### config.mk
export PLATFORM = sky130hd
export DESIGN_NAME = rtcf_top
export DESIGN_NICKNAME = d
export VERILOG_FILES = /design/src/rtcf_pkg.sv /design/src/rtcf_top.sv
export SDC_FILE = /design/constraint.sdc
export NUM_CORES = 1
export LEC_CHECK = 0
export BUFFER_PORTS_ARGS = -buffer_cell sky130_fd_sc_hd__clkbuf_2
export CORE_MARGIN = 2
export CORE_UTILIZATION = 55
export CTS_CLUSTER_DIAMETER = 200
export DETAILED_ROUTE_END_ITERATION = 8
export HOLD_SLACK_MARGIN = 0.06
export PLACE_DENSITY = 0.76
export SYNTH_ARGS = -nofsm -noshare
export SYNTH_HDL_FRONTEND = slang
export SYNTH_SLANG_ARGS = --single-unit
### constraint.sdc
create_clock -name sys_clk -period 3.41 [get_ports sys_clk]
set_clock_uncertainty 0.05 [all_clocks]
set_input_delay 1.023 -clock sys_clk [delete_from_list [all_inputs] [get_ports sys_clk]]
set_output_delay 1.023 -clock sys_clk [all_outputs]
set_load 0.05 [all_outputs]
### src/rtcf_pkg.sv
// constants, register map and field layouts for the rtc flags and control block
package rtcf_pkg;

  // timing: base tick runs at twice the fastest square wave
  localparam int unsigned CLK_HZ      = 25_000_000;
  localparam int unsigned SQ_MAX_HZ   = 32_768;
  localparam int unsigned BASE_HZ     = 2 * SQ_MAX_HZ;
  localparam int unsigned BASE_CYC    = CLK_HZ / BASE_HZ;
  localparam int unsigned CAL_HZ      = 512;

  // divider taps: bit k of the base-tick divider toggles at BASE_HZ / 2**(k+1)
  localparam int unsigned DIV_W       = 16;
  localparam int unsigned TAP_1HZ     = 15;
  localparam int unsigned TAP_512HZ   = 6;
  localparam int unsigned TAP_4096HZ  = 3;
  localparam int unsigned TAP_32KHZ   = 0;

  // register indices; byte address is four times the index
  localparam logic [2:0] IDX_FLAGS    = 3'h0;
  localparam logic [2:0] IDX_CENTURY  = 3'h1;
  localparam logic [2:0] IDX_ALARM    = 3'h2;
  localparam logic [2:0] IDX_SECONDS  = 3'h3;
  localparam logic [2:0] IDX_CONTROL  = 3'h4;
  localparam logic [2:0] IDX_WATCHDOG = 3'h5;
  localparam logic [2:0] IDX_IRQ_STAT = 3'h6;
  localparam logic [2:0] IDX_IRQ_MASK = 3'h7;

  localparam int unsigned ADDR_W      = 8;
  localparam int unsigned REG_W       = 8;

  // square wave select encodings
  localparam logic [1:0] SQ_1HZ       = 2'h0;
  localparam logic [1:0] SQ_512HZ     = 2'h1;
  localparam logic [1:0] SQ_4096HZ    = 2'h2;
  localparam logic [1:0] SQ_32KHZ     = 2'h3;

  // bcd limits
  localparam logic [3:0] BCD_MAX      = 4'h9;
  localparam logic [2:0] SEC_TENS_MAX = 3'h5;

  // interrupt bit positions
  localparam int unsigned IRQ_W       = 4;
  localparam int unsigned IRQ_WD      = 0;
  localparam int unsigned IRQ_ALARM   = 1;
  localparam int unsigned IRQ_POWER   = 2;
  localparam int unsigned IRQ_BACKUP  = 3;

  localparam logic [1:0] RESP_OKAY    = 2'h0;
  localparam logic [1:0] RESP_SLVERR  = 2'h2;

  localparam logic [7:0] RST_BYTE     = 8'h00;

  // flags register, d7 down to d0
  typedef struct packed {
    logic wd_expired;
    logic alarm_match;
    logic power_drop;
    logic osc_fail;
    logic backup_fail;
    logic cal;
    logic wr_freeze;
    logic rd_freeze;
  } rtcf_flags_s;

  // alarm seconds register: mask in d7, bcd seconds below
  typedef struct packed {
    logic       mask;
    logic [2:0] tens;
    logic [3:0] units;
  } rtcf_alarm_s;

endpackage : rtcf_pkg

### src/rtcf_top.sv
// rtc flags/control register block with axi4-lite slave, seconds counter, watchdog and square wave
//
// Overview of operation
// - alarm seconds mask bit drops seconds comparison
// - watchdog expiry sets flag; flags read clears
// - alarm match sets flag; flags read clears
// - oscillator fail flag set, never cleared internally
// - backup fail flag follows low backup supply
// - calibration bit forces 512 Hz square wave
// - write bit freezes user time, accepts writes
// - read bit freezes user copy for snapshot
`timescale 1ns/1ps
`default_nettype none

module rtcf_top #(
  parameter int unsigned BASE_CYC = rtcf_pkg::BASE_CYC
) (
  input  wire logic                         sys_clk,
  input  wire logic                         rst_n,
  // axi4-lite slave
  input  wire logic [rtcf_pkg::ADDR_W-1:0] s_axi_awaddr,
  input  wire logic                         s_axi_awvalid,
  output logic                              s_axi_awready,
  input  wire logic [31:0]                  s_axi_wdata,
  input  wire logic [3:0]                   s_axi_wstrb,
  input  wire logic                         s_axi_wvalid,
  output logic                              s_axi_wready,
  output logic [1:0]                        s_axi_bresp,
  output logic                              s_axi_bvalid,
  input  wire logic                         s_axi_bready,
  input  wire logic [rtcf_pkg::ADDR_W-1:0] s_axi_araddr,
  input  wire logic                         s_axi_arvalid,
  output logic                              s_axi_arready,
  output logic [31:0]                       s_axi_rdata,
  output logic [1:0]                        s_axi_rresp,
  output logic                              s_axi_rvalid,
  input  wire logic                         s_axi_rready,
  // supply and oscillator monitors, asynchronous pins, high while the condition holds
  input  wire logic                         power_low,
  input  wire logic                         backup_low,
  input  wire logic                         osc_fail,
  output logic                              sq_out,
  output logic                              irq
);

  // ---------------- pin synchronisers ----------------
  logic [2:0] pin_raw;
  logic [2:0] pin_meta;
  logic [2:0] pin_sync;
  assign pin_raw = {osc_fail, backup_low, power_low};

  genvar gi;
  generate
    for (gi = 0; gi < 3; gi++) begin : g_sync
      always_ff @(posedge sys_clk or negedge rst_n) begin
        if (!rst_n) begin
          pin_meta[gi] <= 1'b0;
          pin_sync[gi] <= 1'b0;
        end else begin
          pin_meta[gi] <= pin_raw[gi];
          pin_sync[gi] <= pin_meta[gi];
        end
      end
    end
  endgenerate

  logic power_prev;
  logic backup_prev;
  wire  power_rise  = pin_sync[0] && !power_prev;
  wire  backup_rise = pin_sync[1] && !backup_prev;

  // ---------------- timebase ----------------
  logic [15:0]                   base_cnt;
  logic [rtcf_pkg::DIV_W-1:0]    div_cnt;
  wire  base_tick = (base_cnt == 16'(BASE_CYC - 1));
  // one second passes when the whole divider wraps
  wire  sec_tick  = base_tick && (&div_cnt);

  always_ff @(posedge sys_clk or negedge rst_n) begin
    if (!rst_n) begin
      base_cnt <= '0;
      div_cnt  <= '0;
    end else begin
      base_cnt <= base_tick ? '0 : base_cnt + 16'h0001;
      div_cnt  <= base_tick ? div_cnt + 16'h0001 : div_cnt;
    end
  end

  // ---------------- registers ----------------
  rtcf_pkg::rtcf_flags_s flags;
  rtcf_pkg::rtcf_alarm_s alarm;
  logic [7:0]            century;
  logic [6:0]            user_sec;
  logic [6:0]            count_sec;
  logic [1:0]            square_wave_select;
  logic [7:0]            wd_reload;
  logic [7:0]            wd_count;
  logic [rtcf_pkg::IRQ_W-1:0] irq_stat;
  logic [rtcf_pkg::IRQ_W-1:0] irq_mask;
  logic                  wr_prev;

  // ---------------- axi write channel ----------------
  logic                 aw_held;
  logic [2:0]           aw_idx;
  logic                 aw_ok;
  logic                 w_held;
  logic [7:0]           w_byte;
  logic                 w_lane0;

  assign s_axi_awready = !aw_held;
  assign s_axi_wready  = !w_held;

  wire aw_fire  = s_axi_awvalid && s_axi_awready;
  wire w_fire   = s_axi_wvalid && s_axi_wready;
  wire do_write = aw_held && w_held && !s_axi_bvalid;
  wire wr_take  = do_write && aw_ok && w_lane0;
  wire aw_in_ok = (s_axi_awaddr[7:5] == 3'h0);

  always_ff @(posedge sys_clk or negedge rst_n) begin
    if (!rst_n) begin
      aw_held      <= 1'b0;
      aw_idx       <= '0;
      aw_ok        <= 1'b0;
      w_held       <= 1'b0;
      w_byte       <= '0;
      w_lane0      <= 1'b0;
      s_axi_bvalid <= 1'b0;
      s_axi_bresp  <= rtcf_pkg::RESP_OKAY;
    end else begin
      if (aw_fire) begin
        aw_held <= 1'b1;
        aw_idx  <= s_axi_awaddr[4:2];
        aw_ok   <= aw_in_ok;
      end else if (do_write) begin
        aw_held <= 1'b0;
      end
      if (w_fire) begin
        w_held  <= 1'b1;
        w_byte  <= s_axi_wdata[7:0];
        w_lane0 <= s_axi_wstrb[0];
      end else if (do_write) begin
        w_held <= 1'b0;
      end
      if (do_write) begin
        s_axi_bvalid <= 1'b1;
        s_axi_bresp  <= aw_ok ? rtcf_pkg::RESP_OKAY : rtcf_pkg::RESP_SLVERR;
      end else if (s_axi_bready) begin
        s_axi_bvalid <= 1'b0;
      end
    end
  end

  wire wr_flags   = wr_take && (aw_idx == rtcf_pkg::IDX_FLAGS);
  wire wr_century = wr_take && (aw_idx == rtcf_pkg::IDX_CENTURY);
  wire wr_alarm   = wr_take && (aw_idx == rtcf_pkg::IDX_ALARM);
  // time writes land only while the user copy is frozen for writing
  wire wr_seconds = wr_take && (aw_idx == rtcf_pkg::IDX_SECONDS) && flags.wr_freeze;
  wire wr_control = wr_take && (aw_idx == rtcf_pkg::IDX_CONTROL);
  wire wr_wd      = wr_take && (aw_idx == rtcf_pkg::IDX_WATCHDOG);
  wire wr_mask    = wr_take && (aw_idx == rtcf_pkg::IDX_IRQ_MASK);
  // incoming byte seen through the flags layout, so no bit position is spelled out
  rtcf_pkg::rtcf_flags_s w_flags;
  assign w_flags = w_byte;

  // ---------------- axi read channel ----------------
  assign s_axi_arready = !s_axi_rvalid;
  wire       ar_fire  = s_axi_arvalid && s_axi_arready;
  wire [2:0] ar_idx   = s_axi_araddr[4:2];
  wire       ar_ok    = (s_axi_araddr[7:5] == 3'h0);
  wire       rd_flags = ar_fire && ar_ok && (ar_idx == rtcf_pkg::IDX_FLAGS);
  wire       rd_stat  = ar_fire && ar_ok && (ar_idx == rtcf_pkg::IDX_IRQ_STAT);

  logic [7:0] rd_byte;
  always_comb begin
    case (ar_idx)
      rtcf_pkg::IDX_FLAGS:    rd_byte = flags;
      rtcf_pkg::IDX_CENTURY:  rd_byte = century;
      rtcf_pkg::IDX_ALARM:    rd_byte = alarm;
      rtcf_pkg::IDX_SECONDS:  rd_byte = {1'b0, user_sec};
      rtcf_pkg::IDX_CONTROL:  rd_byte = {6'h00, square_wave_select};
      rtcf_pkg::IDX_WATCHDOG: rd_byte = wd_reload;
      rtcf_pkg::IDX_IRQ_STAT: rd_byte = {4'h0, irq_stat};
      rtcf_pkg::IDX_IRQ_MASK: rd_byte = {4'h0, irq_mask};
      default:                rd_byte = rtcf_pkg::RST_BYTE;
    endcase
  end

  always_ff @(posedge sys_clk or negedge rst_n) begin
    if (!rst_n) begin
      s_axi_rvalid <= 1'b0;
      s_axi_rdata  <= '0;
      s_axi_rresp  <= rtcf_pkg::RESP_OKAY;
    end else if (ar_fire) begin
      s_axi_rvalid <= 1'b1;
      s_axi_rdata  <= {24'h000000, ar_ok ? rd_byte : rtcf_pkg::RST_BYTE};
      s_axi_rresp  <= ar_ok ? rtcf_pkg::RESP_OKAY : rtcf_pkg::RESP_SLVERR;
    end else if (s_axi_rready) begin
      s_axi_rvalid <= 1'b0;
    end
  end

  // ---------------- seconds counter ----------------
  logic [6:0] next_count_sec;
  always_comb begin
    if (count_sec[3:0] != rtcf_pkg::BCD_MAX) begin
      next_count_sec = count_sec + 7'h01;
    end else if (count_sec[6:4] != rtcf_pkg::SEC_TENS_MAX) begin
      next_count_sec = {count_sec[6:4] + 3'h1, 4'h0};
    end else begin
      next_count_sec = 7'h00;
    end
  end

  wire wr_release = wr_prev && !flags.wr_freeze;
  wire copy_user  = !flags.wr_freeze && !flags.rd_freeze && !wr_release;

  always_ff @(posedge sys_clk or negedge rst_n) begin
    if (!rst_n) begin
      count_sec <= '0;
      user_sec  <= '0;
      wr_prev   <= 1'b0;
    end else begin
      wr_prev <= flags.wr_freeze;
      // loading wins over a tick in the same cycle
      if (wr_release) begin
        count_sec <= user_sec;
      end else if (sec_tick) begin
        count_sec <= next_count_sec;
      end
      if (wr_seconds) begin
        user_sec <= w_byte[6:0];
      end else if (copy_user) begin
        user_sec <= count_sec;
      end
    end
  end

  // ---------------- events ----------------
  // a masked seconds field matches on every second
  wire alarm_hit = sec_tick && (alarm.mask || (next_count_sec == {alarm.tens, alarm.units}));
  wire wd_expire = sec_tick && (wd_count == 8'h01);

  always_ff @(posedge sys_clk or negedge rst_n) begin
    if (!rst_n) begin
      wd_reload <= rtcf_pkg::RST_BYTE;
      wd_count  <= rtcf_pkg::RST_BYTE;
    end else if (wr_wd) begin
      wd_reload <= w_byte;
      wd_count  <= w_byte;
    end else if (sec_tick && (wd_count != 8'h00)) begin
      wd_count <= wd_count - 8'h01;
    end
  end

  // ---------------- flags ----------------
  always_ff @(posedge sys_clk or negedge rst_n) begin
    if (!rst_n) begin
      flags       <= '0;
      power_prev  <= 1'b0;
      backup_prev <= 1'b0;
    end else begin
      power_prev  <= pin_sync[0];
      backup_prev <= pin_sync[1];
      // hardware set wins over the read clear
      flags.wd_expired  <= wd_expire || (flags.wd_expired && !rd_flags);
      flags.alarm_match <= alarm_hit || (flags.alarm_match && !rd_flags);
      flags.power_drop  <= power_rise || (flags.power_drop && !rd_flags);
      // only software writing zero may clear it
      flags.osc_fail    <= pin_sync[2] || (flags.osc_fail && !(wr_flags && !w_flags.osc_fail));
      flags.backup_fail <= pin_sync[1];
      if (wr_flags) begin
        flags.cal       <= w_flags.cal;
        flags.wr_freeze <= w_flags.wr_freeze;
        flags.rd_freeze <= w_flags.rd_freeze;
      end
    end
  end

  // ---------------- other writable registers ----------------
  always_ff @(posedge sys_clk or negedge rst_n) begin
    if (!rst_n) begin
      century            <= rtcf_pkg::RST_BYTE;
      alarm              <= '0;
      square_wave_select <= rtcf_pkg::SQ_1HZ;
      irq_mask           <= '0;
    end else begin
      // a nibble above nine is refused, the old digit stays
      if (wr_century && (w_byte[7:4] <= rtcf_pkg::BCD_MAX)) begin
        century[7:4] <= w_byte[7:4];
      end
      if (wr_century && (w_byte[3:0] <= rtcf_pkg::BCD_MAX)) begin
        century[3:0] <= w_byte[3:0];
      end
      if (wr_alarm) begin
        alarm <= w_byte;
      end
      if (wr_control) begin
        square_wave_select <= w_byte[1:0];
      end
      if (wr_mask) begin
        irq_mask <= w_byte[rtcf_pkg::IRQ_W-1:0];
      end
    end
  end

  // ---------------- interrupts ----------------
  logic [rtcf_pkg::IRQ_W-1:0] irq_event;
  always_comb begin
    irq_event                       = '0;
    irq_event[rtcf_pkg::IRQ_WD]     = wd_expire;
    irq_event[rtcf_pkg::IRQ_ALARM]  = alarm_hit;
    irq_event[rtcf_pkg::IRQ_POWER]  = power_rise;
    irq_event[rtcf_pkg::IRQ_BACKUP] = backup_rise;
  end

  always_ff @(posedge sys_clk or negedge rst_n) begin
    if (!rst_n) begin
      irq_stat <= '0;
      irq      <= 1'b0;
    end else begin
      irq_stat <= irq_event | (rd_stat ? '0 : irq_stat);
      irq      <= |(irq_stat & irq_mask);
    end
  end

  // ---------------- square wave ----------------
  logic sq_sel;
  always_comb begin
    case (square_wave_select)
      rtcf_pkg::SQ_1HZ:    sq_sel = div_cnt[rtcf_pkg::TAP_1HZ];
      rtcf_pkg::SQ_512HZ:  sq_sel = div_cnt[rtcf_pkg::TAP_512HZ];
      rtcf_pkg::SQ_4096HZ: sq_sel = div_cnt[rtcf_pkg::TAP_4096HZ];
      rtcf_pkg::SQ_32KHZ:  sq_sel = div_cnt[rtcf_pkg::TAP_32KHZ];
      default:             sq_sel = 1'b0;
    endcase
  end

  always_ff @(posedge sys_clk or negedge rst_n) begin
    if (!rst_n) begin
      sq_out <= 1'b0;
    end else begin
      sq_out <= flags.cal ? div_cnt[rtcf_pkg::TAP_512HZ] : sq_sel;
    end
  end

endmodule : rtcf_top

`default_nettype wire

# [Yosys cells after proc, flatten, opt, wreduce, memory -nomap -nowiden]
# Index checks and enable logic that the tools add are counted.
[word_totals] regBits=135 word_cells=162 input_bits=62 output_inout_bits=43
[op_classes] reduce_logical=66 mux=23 n_eq_ne=21 order_cmp=2 add_sub_neg=5 n_bitwise=2
[op_table] operator="case mux 8 bit (8 select lines)" count=1
[op_table] operator="2-to-1 mux 7 bit" count=6
[op_table] operator="logical AND 1 bit" count=34
[op_table] operator="adder 16 x 1 -> 16 bit, second input constant" count=2
[op_table] operator="2-to-1 mux 8 bit" count=3
[op_table] operator="equality test 3 bit, second input constant" count=7
[op_table] operator="equality test 16 x 9 -> 1 bit, second input constant" count=1
[op_table] operator="2-to-1 mux 16 bit" count=1
[op_table] operator="AND reduction 16 bit" count=1
[op_table] operator="nonzero test 2 bit" count=7
[op_table] operator="equality test 3 x 2 -> 1 bit, second input constant" count=4
[op_table] operator="zero test 1 bit" count=12
[op_table] operator="zero test 3 bit" count=4
[op_table] operator="equality test 8 x 1 -> 1 bit, second input constant" count=1
[op_table] operator="less-or-equal comparator 4 bit, second input constant" count=2
[op_table] operator="2-to-1 mux 1 bit" count=8
[op_table] operator="nonzero test 8 bit" count=1
[op_table] operator="subtractor 8 x 1 -> 8 bit, second input constant" count=1
[op_table] operator="adder 7 x 1 -> 7 bit, second input constant" count=1
[op_table] operator="equality test 7 bit" count=1
[op_table] operator="equality test 3 x 1 -> 1 bit, second input constant" count=2
[op_table] operator="logical OR 1 bit" count=5
[op_table] operator="bitwise AND 4 bit" count=1
[op_table] operator="equality test 2 bit, second input constant" count=2
[op_table] operator="other kinds (10)" count=11

# [Longest topological paths before layout]
[depth] ltp_word=9 depth_mapped=8 mapped_depth_nobuf=7

# [Least setup slack after synthesis]
# No wires, ideal clock.
[synth_timing] kind="input to register" from="input port s_axi_araddr[3] (netlist name)" to="register s_axi_rdata[4]" cell_stages=7 required_time_ns=3.239 setup_slack_ns=0.918 arrival_time_ns=2.321 setup_time_ns=0.121 n_path_buf=2 cell_sequence="clkbuf_1 > buf_1 > mux2i_1 > nor2_1 > a21oi_1 > o21ai_0 > a22o_1"
[synth_via] elab_chain_len=3 elab_cells_between_ends=10 classes_between="eq/ne (7); mux (2); reduce/logical (1)"
[synth_lines] element="start, declared" line_no="rtcf_top.sv:31" source="input wire logic [rtcf_pkg::ADDR_W-1:0] s_axi_araddr,"
[synth_lines] element="equality test 3 bit (tied with other cells)" line_no="rtcf_top.sv:175" source="case (ar_idx)"
[synth_lines] element="case mux 8 bit (8 select lines) *" line_no="rtcf_top.sv:175"
[synth_lines] element="2-to-1 mux 8 bit *" line_no="rtcf_top.sv:195" source="s_axi_rdata <= {24'h000000, ar_ok ? rd_byte : rtcf_pkg::RST_BYTE};"
[synth_lines] element="end signal, assigned" line_no="rtcf_top.sv:195"
[synth_lines] element="end, declared" line_no="rtcf_top.sv:34" source="output logic [31:0] s_axi_rdata,"
# Mark *: on every way between the ends. The rest lies on a longest branch, timed or not.
# A chain may end at the register's enable or synchronous reset.

# [Worst setup path in the final report]
[layout_timing] from="register count_sec[2]" to="register flags[6] (netlist name)"
[layout_via] elab_chain_len=6 elab_cells_between_ends=7 classes_between="add/sub (1); eq/ne (2); mux (1); reduce/logical (3)"
[layout_lines] element="start, declared" line_no="rtcf_top.sv:94" source="logic [6:0] count_sec;"
[layout_lines] element="start signal, assigned" line_no="rtcf_top.sv:226" source="count_sec <= user_sec;"
[layout_lines] element="start signal, assigned" line_no="rtcf_top.sv:228" source="count_sec <= next_count_sec;"
[layout_lines] element="adder 7 x 1 -> 7 bit / != test 4 bit (equally long branches)" line_no="rtcf_top.sv:206, rtcf_top.sv:205"
[layout_lines] element="2-to-1 mux 7 bit *" line_no="rtcf_top.sv:205" source="if (count_sec[3:0] != rtcf_pkg::BCD_MAX) begin"
[layout_lines] element="equality test 7 bit *" line_no="rtcf_top.sv:240" source="wire alarm_hit = sec_tick && (alarm.mask || (next_count_sec == {alarm.tens, alarm.units}));"
[layout_lines] element="logical OR 1 bit *" line_no="rtcf_top.sv:240"
[layout_lines] element="logical AND 1 bit *" line_no="rtcf_top.sv:240"
[layout_lines] element="logical OR 1 bit *" line_no="rtcf_top.sv:266" source="flags.alarm_match <= alarm_hit || (flags.alarm_match && !rd_flags);"
[layout_lines] element="end, declared" line_no="rtcf_top.sv:90" source="rtcf_pkg::rtcf_flags_s flags;"
# Marked as above.

==> flow_summary_export.csv <==
group,metric,value,unit
outcome,status,"finished, final reports clean",
critical_path,r2r-end,"flags[6]",
global_routing,grt_pass1_wl,23.2,mm
cts,cts_tree,"done",
floorplan,die_w,113,um
timing,fin_setup_tns,0,ps
yosys,synth_edf_count,0,
min_path,hold_path_end,"pin_sync[1]",
final_layout,instances_no_fill,841,
critical_path,setup.worst_path.start_class,"flip-flop",
final_layout,final_util,64.4,%
global_routing,grt_pass1_vias,4751,
floorplan,ios,105,
timing,worstMarginPinSlew,933,ps
critical_path,r2r-start,"count_sec[2]",
routing,vias,4797,
yosys,synth_ff_type,"dfrtp_1",
final_layout,diodes,0,
critical_path,r2r.worst_path.cells,6,
final_layout,top_regs,"base_cnt x16, div_cnt x16",
timing,rsz0062_at_grt,"no",
global_routing,grt_usage,23.4,%
routing,via_per_inst,5.70,
power_and_ir_drop,vdd_drop_max,800,uV
critical_path,required,3690,ps
critical_path,end_kind,"flip-flop",
min_path,min_path_cells,0,
yosys,synth.distinct_cells,62,
placed_design,dp_hpwl,9.80,mm
placed_design,gp_congestion,0.906,
final_layout,drive_above_1_share,18.6,%
cts,cts_root_buf,"clkbuf_16",
yosys,synth_cells,640,
final_layout,layout_commonest_cell,"dfrtp_1",
timing,hold_ws,295,ps
global_routing,antenna_found_initial,0,
placed_design,dpl.cell_count,809,
yosys,yosys_register_bits,133,
placed_design,io_buffer_count,47,
cts,numCtsBuffers,17,
timing,maxSlewViolCount,0,
floorplan,start_util,56.7,%
floorplan,die-area,12700,um^2
critical_path,crit_arrival,2770,ps
yosys,ys_seq_area_share,51.2,%
floorplan,core,11500,um^2
cts,cts-resized-gates,0,
cts,cts_setup_buffers,0,
routing,wl_per_cell,16.7,um
yosys,syn_area,6500,um^2
critical_path,reg2reg_slack,910,ps
routing,wl,14.1,mm
min_path,hp-start,"pin_meta[1]",
job,cap_violations,0,
cts,cts.sinks,133,
power_and_ir_drop,power.total,5.28,mW
routing,drt_first_iter_violations,416,
routing,route.detailed.drc,0,
timing,relSlewSlack,37.3,%
critical_path,cp_max_fo,13,
timing,fin_crit,2500,ps
timing,layout_setup_ws,913,ps
placed_design,placed_cell_area,6770,um^2
yosys,async_flop_share,100,%
final_layout,synthToLayoutAreaGrowth,13.7,%
timing,fin_crit_sh,73.2,%
timing,fmax,400,MHz
floorplan,placementRows,39,
cts,clk_latency,410,ps
placed_design,pre_cts_ws,811,ps
routing,drt-pass1-iter-count,5,
final_layout,nNetsFinal,752,
final_layout,design_area,7390,um^2
cts,clk_pin_slew,50,ps
floorplan,die_h,113,um
min_path,worst_hold_path_type,"reg -> reg",
power_and_ir_drop,p_leak,3.53,nW
routing,ant_nets,0,
yosys,ys_warn_count,0,
cts,postCtsHoldBufs,0,
timing,setup_viol_count_final,0,
critical_path,worstSetupPathType,"reg -> reg",
final_layout,final_cell_mix,"dfrtp_1 (133), nand2_1 (92), nor2_1 (46), clkbuf_2 (46), o21ai_0 (37)",
cts,cts_max_level,4,
timing,hold_viol,0,
cts,cts_buffer_depth,2,
yosys,syn-mean-instance-area,10.2,um^2
global_routing,overflow,0,
global_routing,grt_max_degree,49,
power_and_ir_drop,power_density,714,nW/um^2
-- cells by family (layout without fill, tap and decap cells) --
kind of cell / count (synthesis) / count (layout) / synth area share (%)
fa+ha+maj: 5 / 5 / 0.963
simple gates: 225 / 225 / 17.3
other cells: 1 / 26 / 0.0577
mux: 45 / 45 / 7.62
buf+inv: 77 / 110 / 6.06
xor+xnor: 46 / 46 / 6.20
flops: 133 / 133 / 51.2
compound gates: 108 / 108 / 10.6
-- how the worst max path moves through the flow --
stage | from | endpoint | depth (start not counted)
final | count_sec[2] | flags[6] | 6
after detailed placement | s_axi_araddr[3] | s_axi_rdata[1] | 7
after floorplan | s_axi_araddr[3] | s_axi_rdata[4] | 7
after CTS | count_sec[2] | flags[6] | 6
after global placement | s_axi_araddr[3] | s_axi_rdata[2] | 5
after global routing | count_sec[2] | irq_stat[1] | 6
-- area by class of cell --
cell class                 count  area [um^2]
clock inverter                 9          150
multi-input combinational    455         2870
inverter                      24         90.1
sequential                   133         3330
clock buffer                  23          468
timing repair buffer          54          303
tap                          143          179
fill                         873         4080
-- synthesized netlist by cell type, types with 4 or more instances --
master / n / area, um^2
nand4_1: 11 / 68.8
a31oi_1: 4 / 25.0
nand2_1: 92 / 345
nor2b_1: 9 / 56.3
ha_1: 5 / 62.6
and4_1: 5 / 43.8
a22oi_1: 9 / 67.6
a21oi_1: 24 / 120
a21o_1: 6 / 45.0
nor3_1: 13 / 65.1
nor2_1: 46 / 173
mux2_2: 36 / 405
xnor2_1: 20 / 175
xor2_1: 26 / 228
mux2i_1: 9 / 90.1
o21ai_0: 37 / 185
clkbuf_1: 20 / 75.1
inv_1: 24 / 90.1
a22o_1: 6 / 52.6
dfrtp_1: 133 / 3330
buf_4: 27 / 203
nand3_1: 13 / 65.1
-- worst max-delay path, stage by stage (launching register included) --
cell and delay, ps:
dfrtp_1 530, and2b_1 320, o221ai_1 120, a221o_1 370, a2111oi_0 540, a41oi_1 280
o21ai_0 200
-- where the power goes --
part           leakage [nW]  total [mW]  switching [mW]  internal, mW
Combinational          1.49        1.10           0.675         0.429
Clock                 0.297        1.90           0.647          1.26
Sequential             1.75        2.27           0.402          1.86
-- routing by layer --
layer  vias to the layer above  global-route usage [%]  wire length, um
met1                      2367                    30.8             6210
met2                       154                    38.2             6910
met4                         0                    7.24              226
met3                        24                    6.16              725
li1                       2252                       -                -
met5                         -                       0                0
No activity file was read; power rests on OpenSTA's default activity.
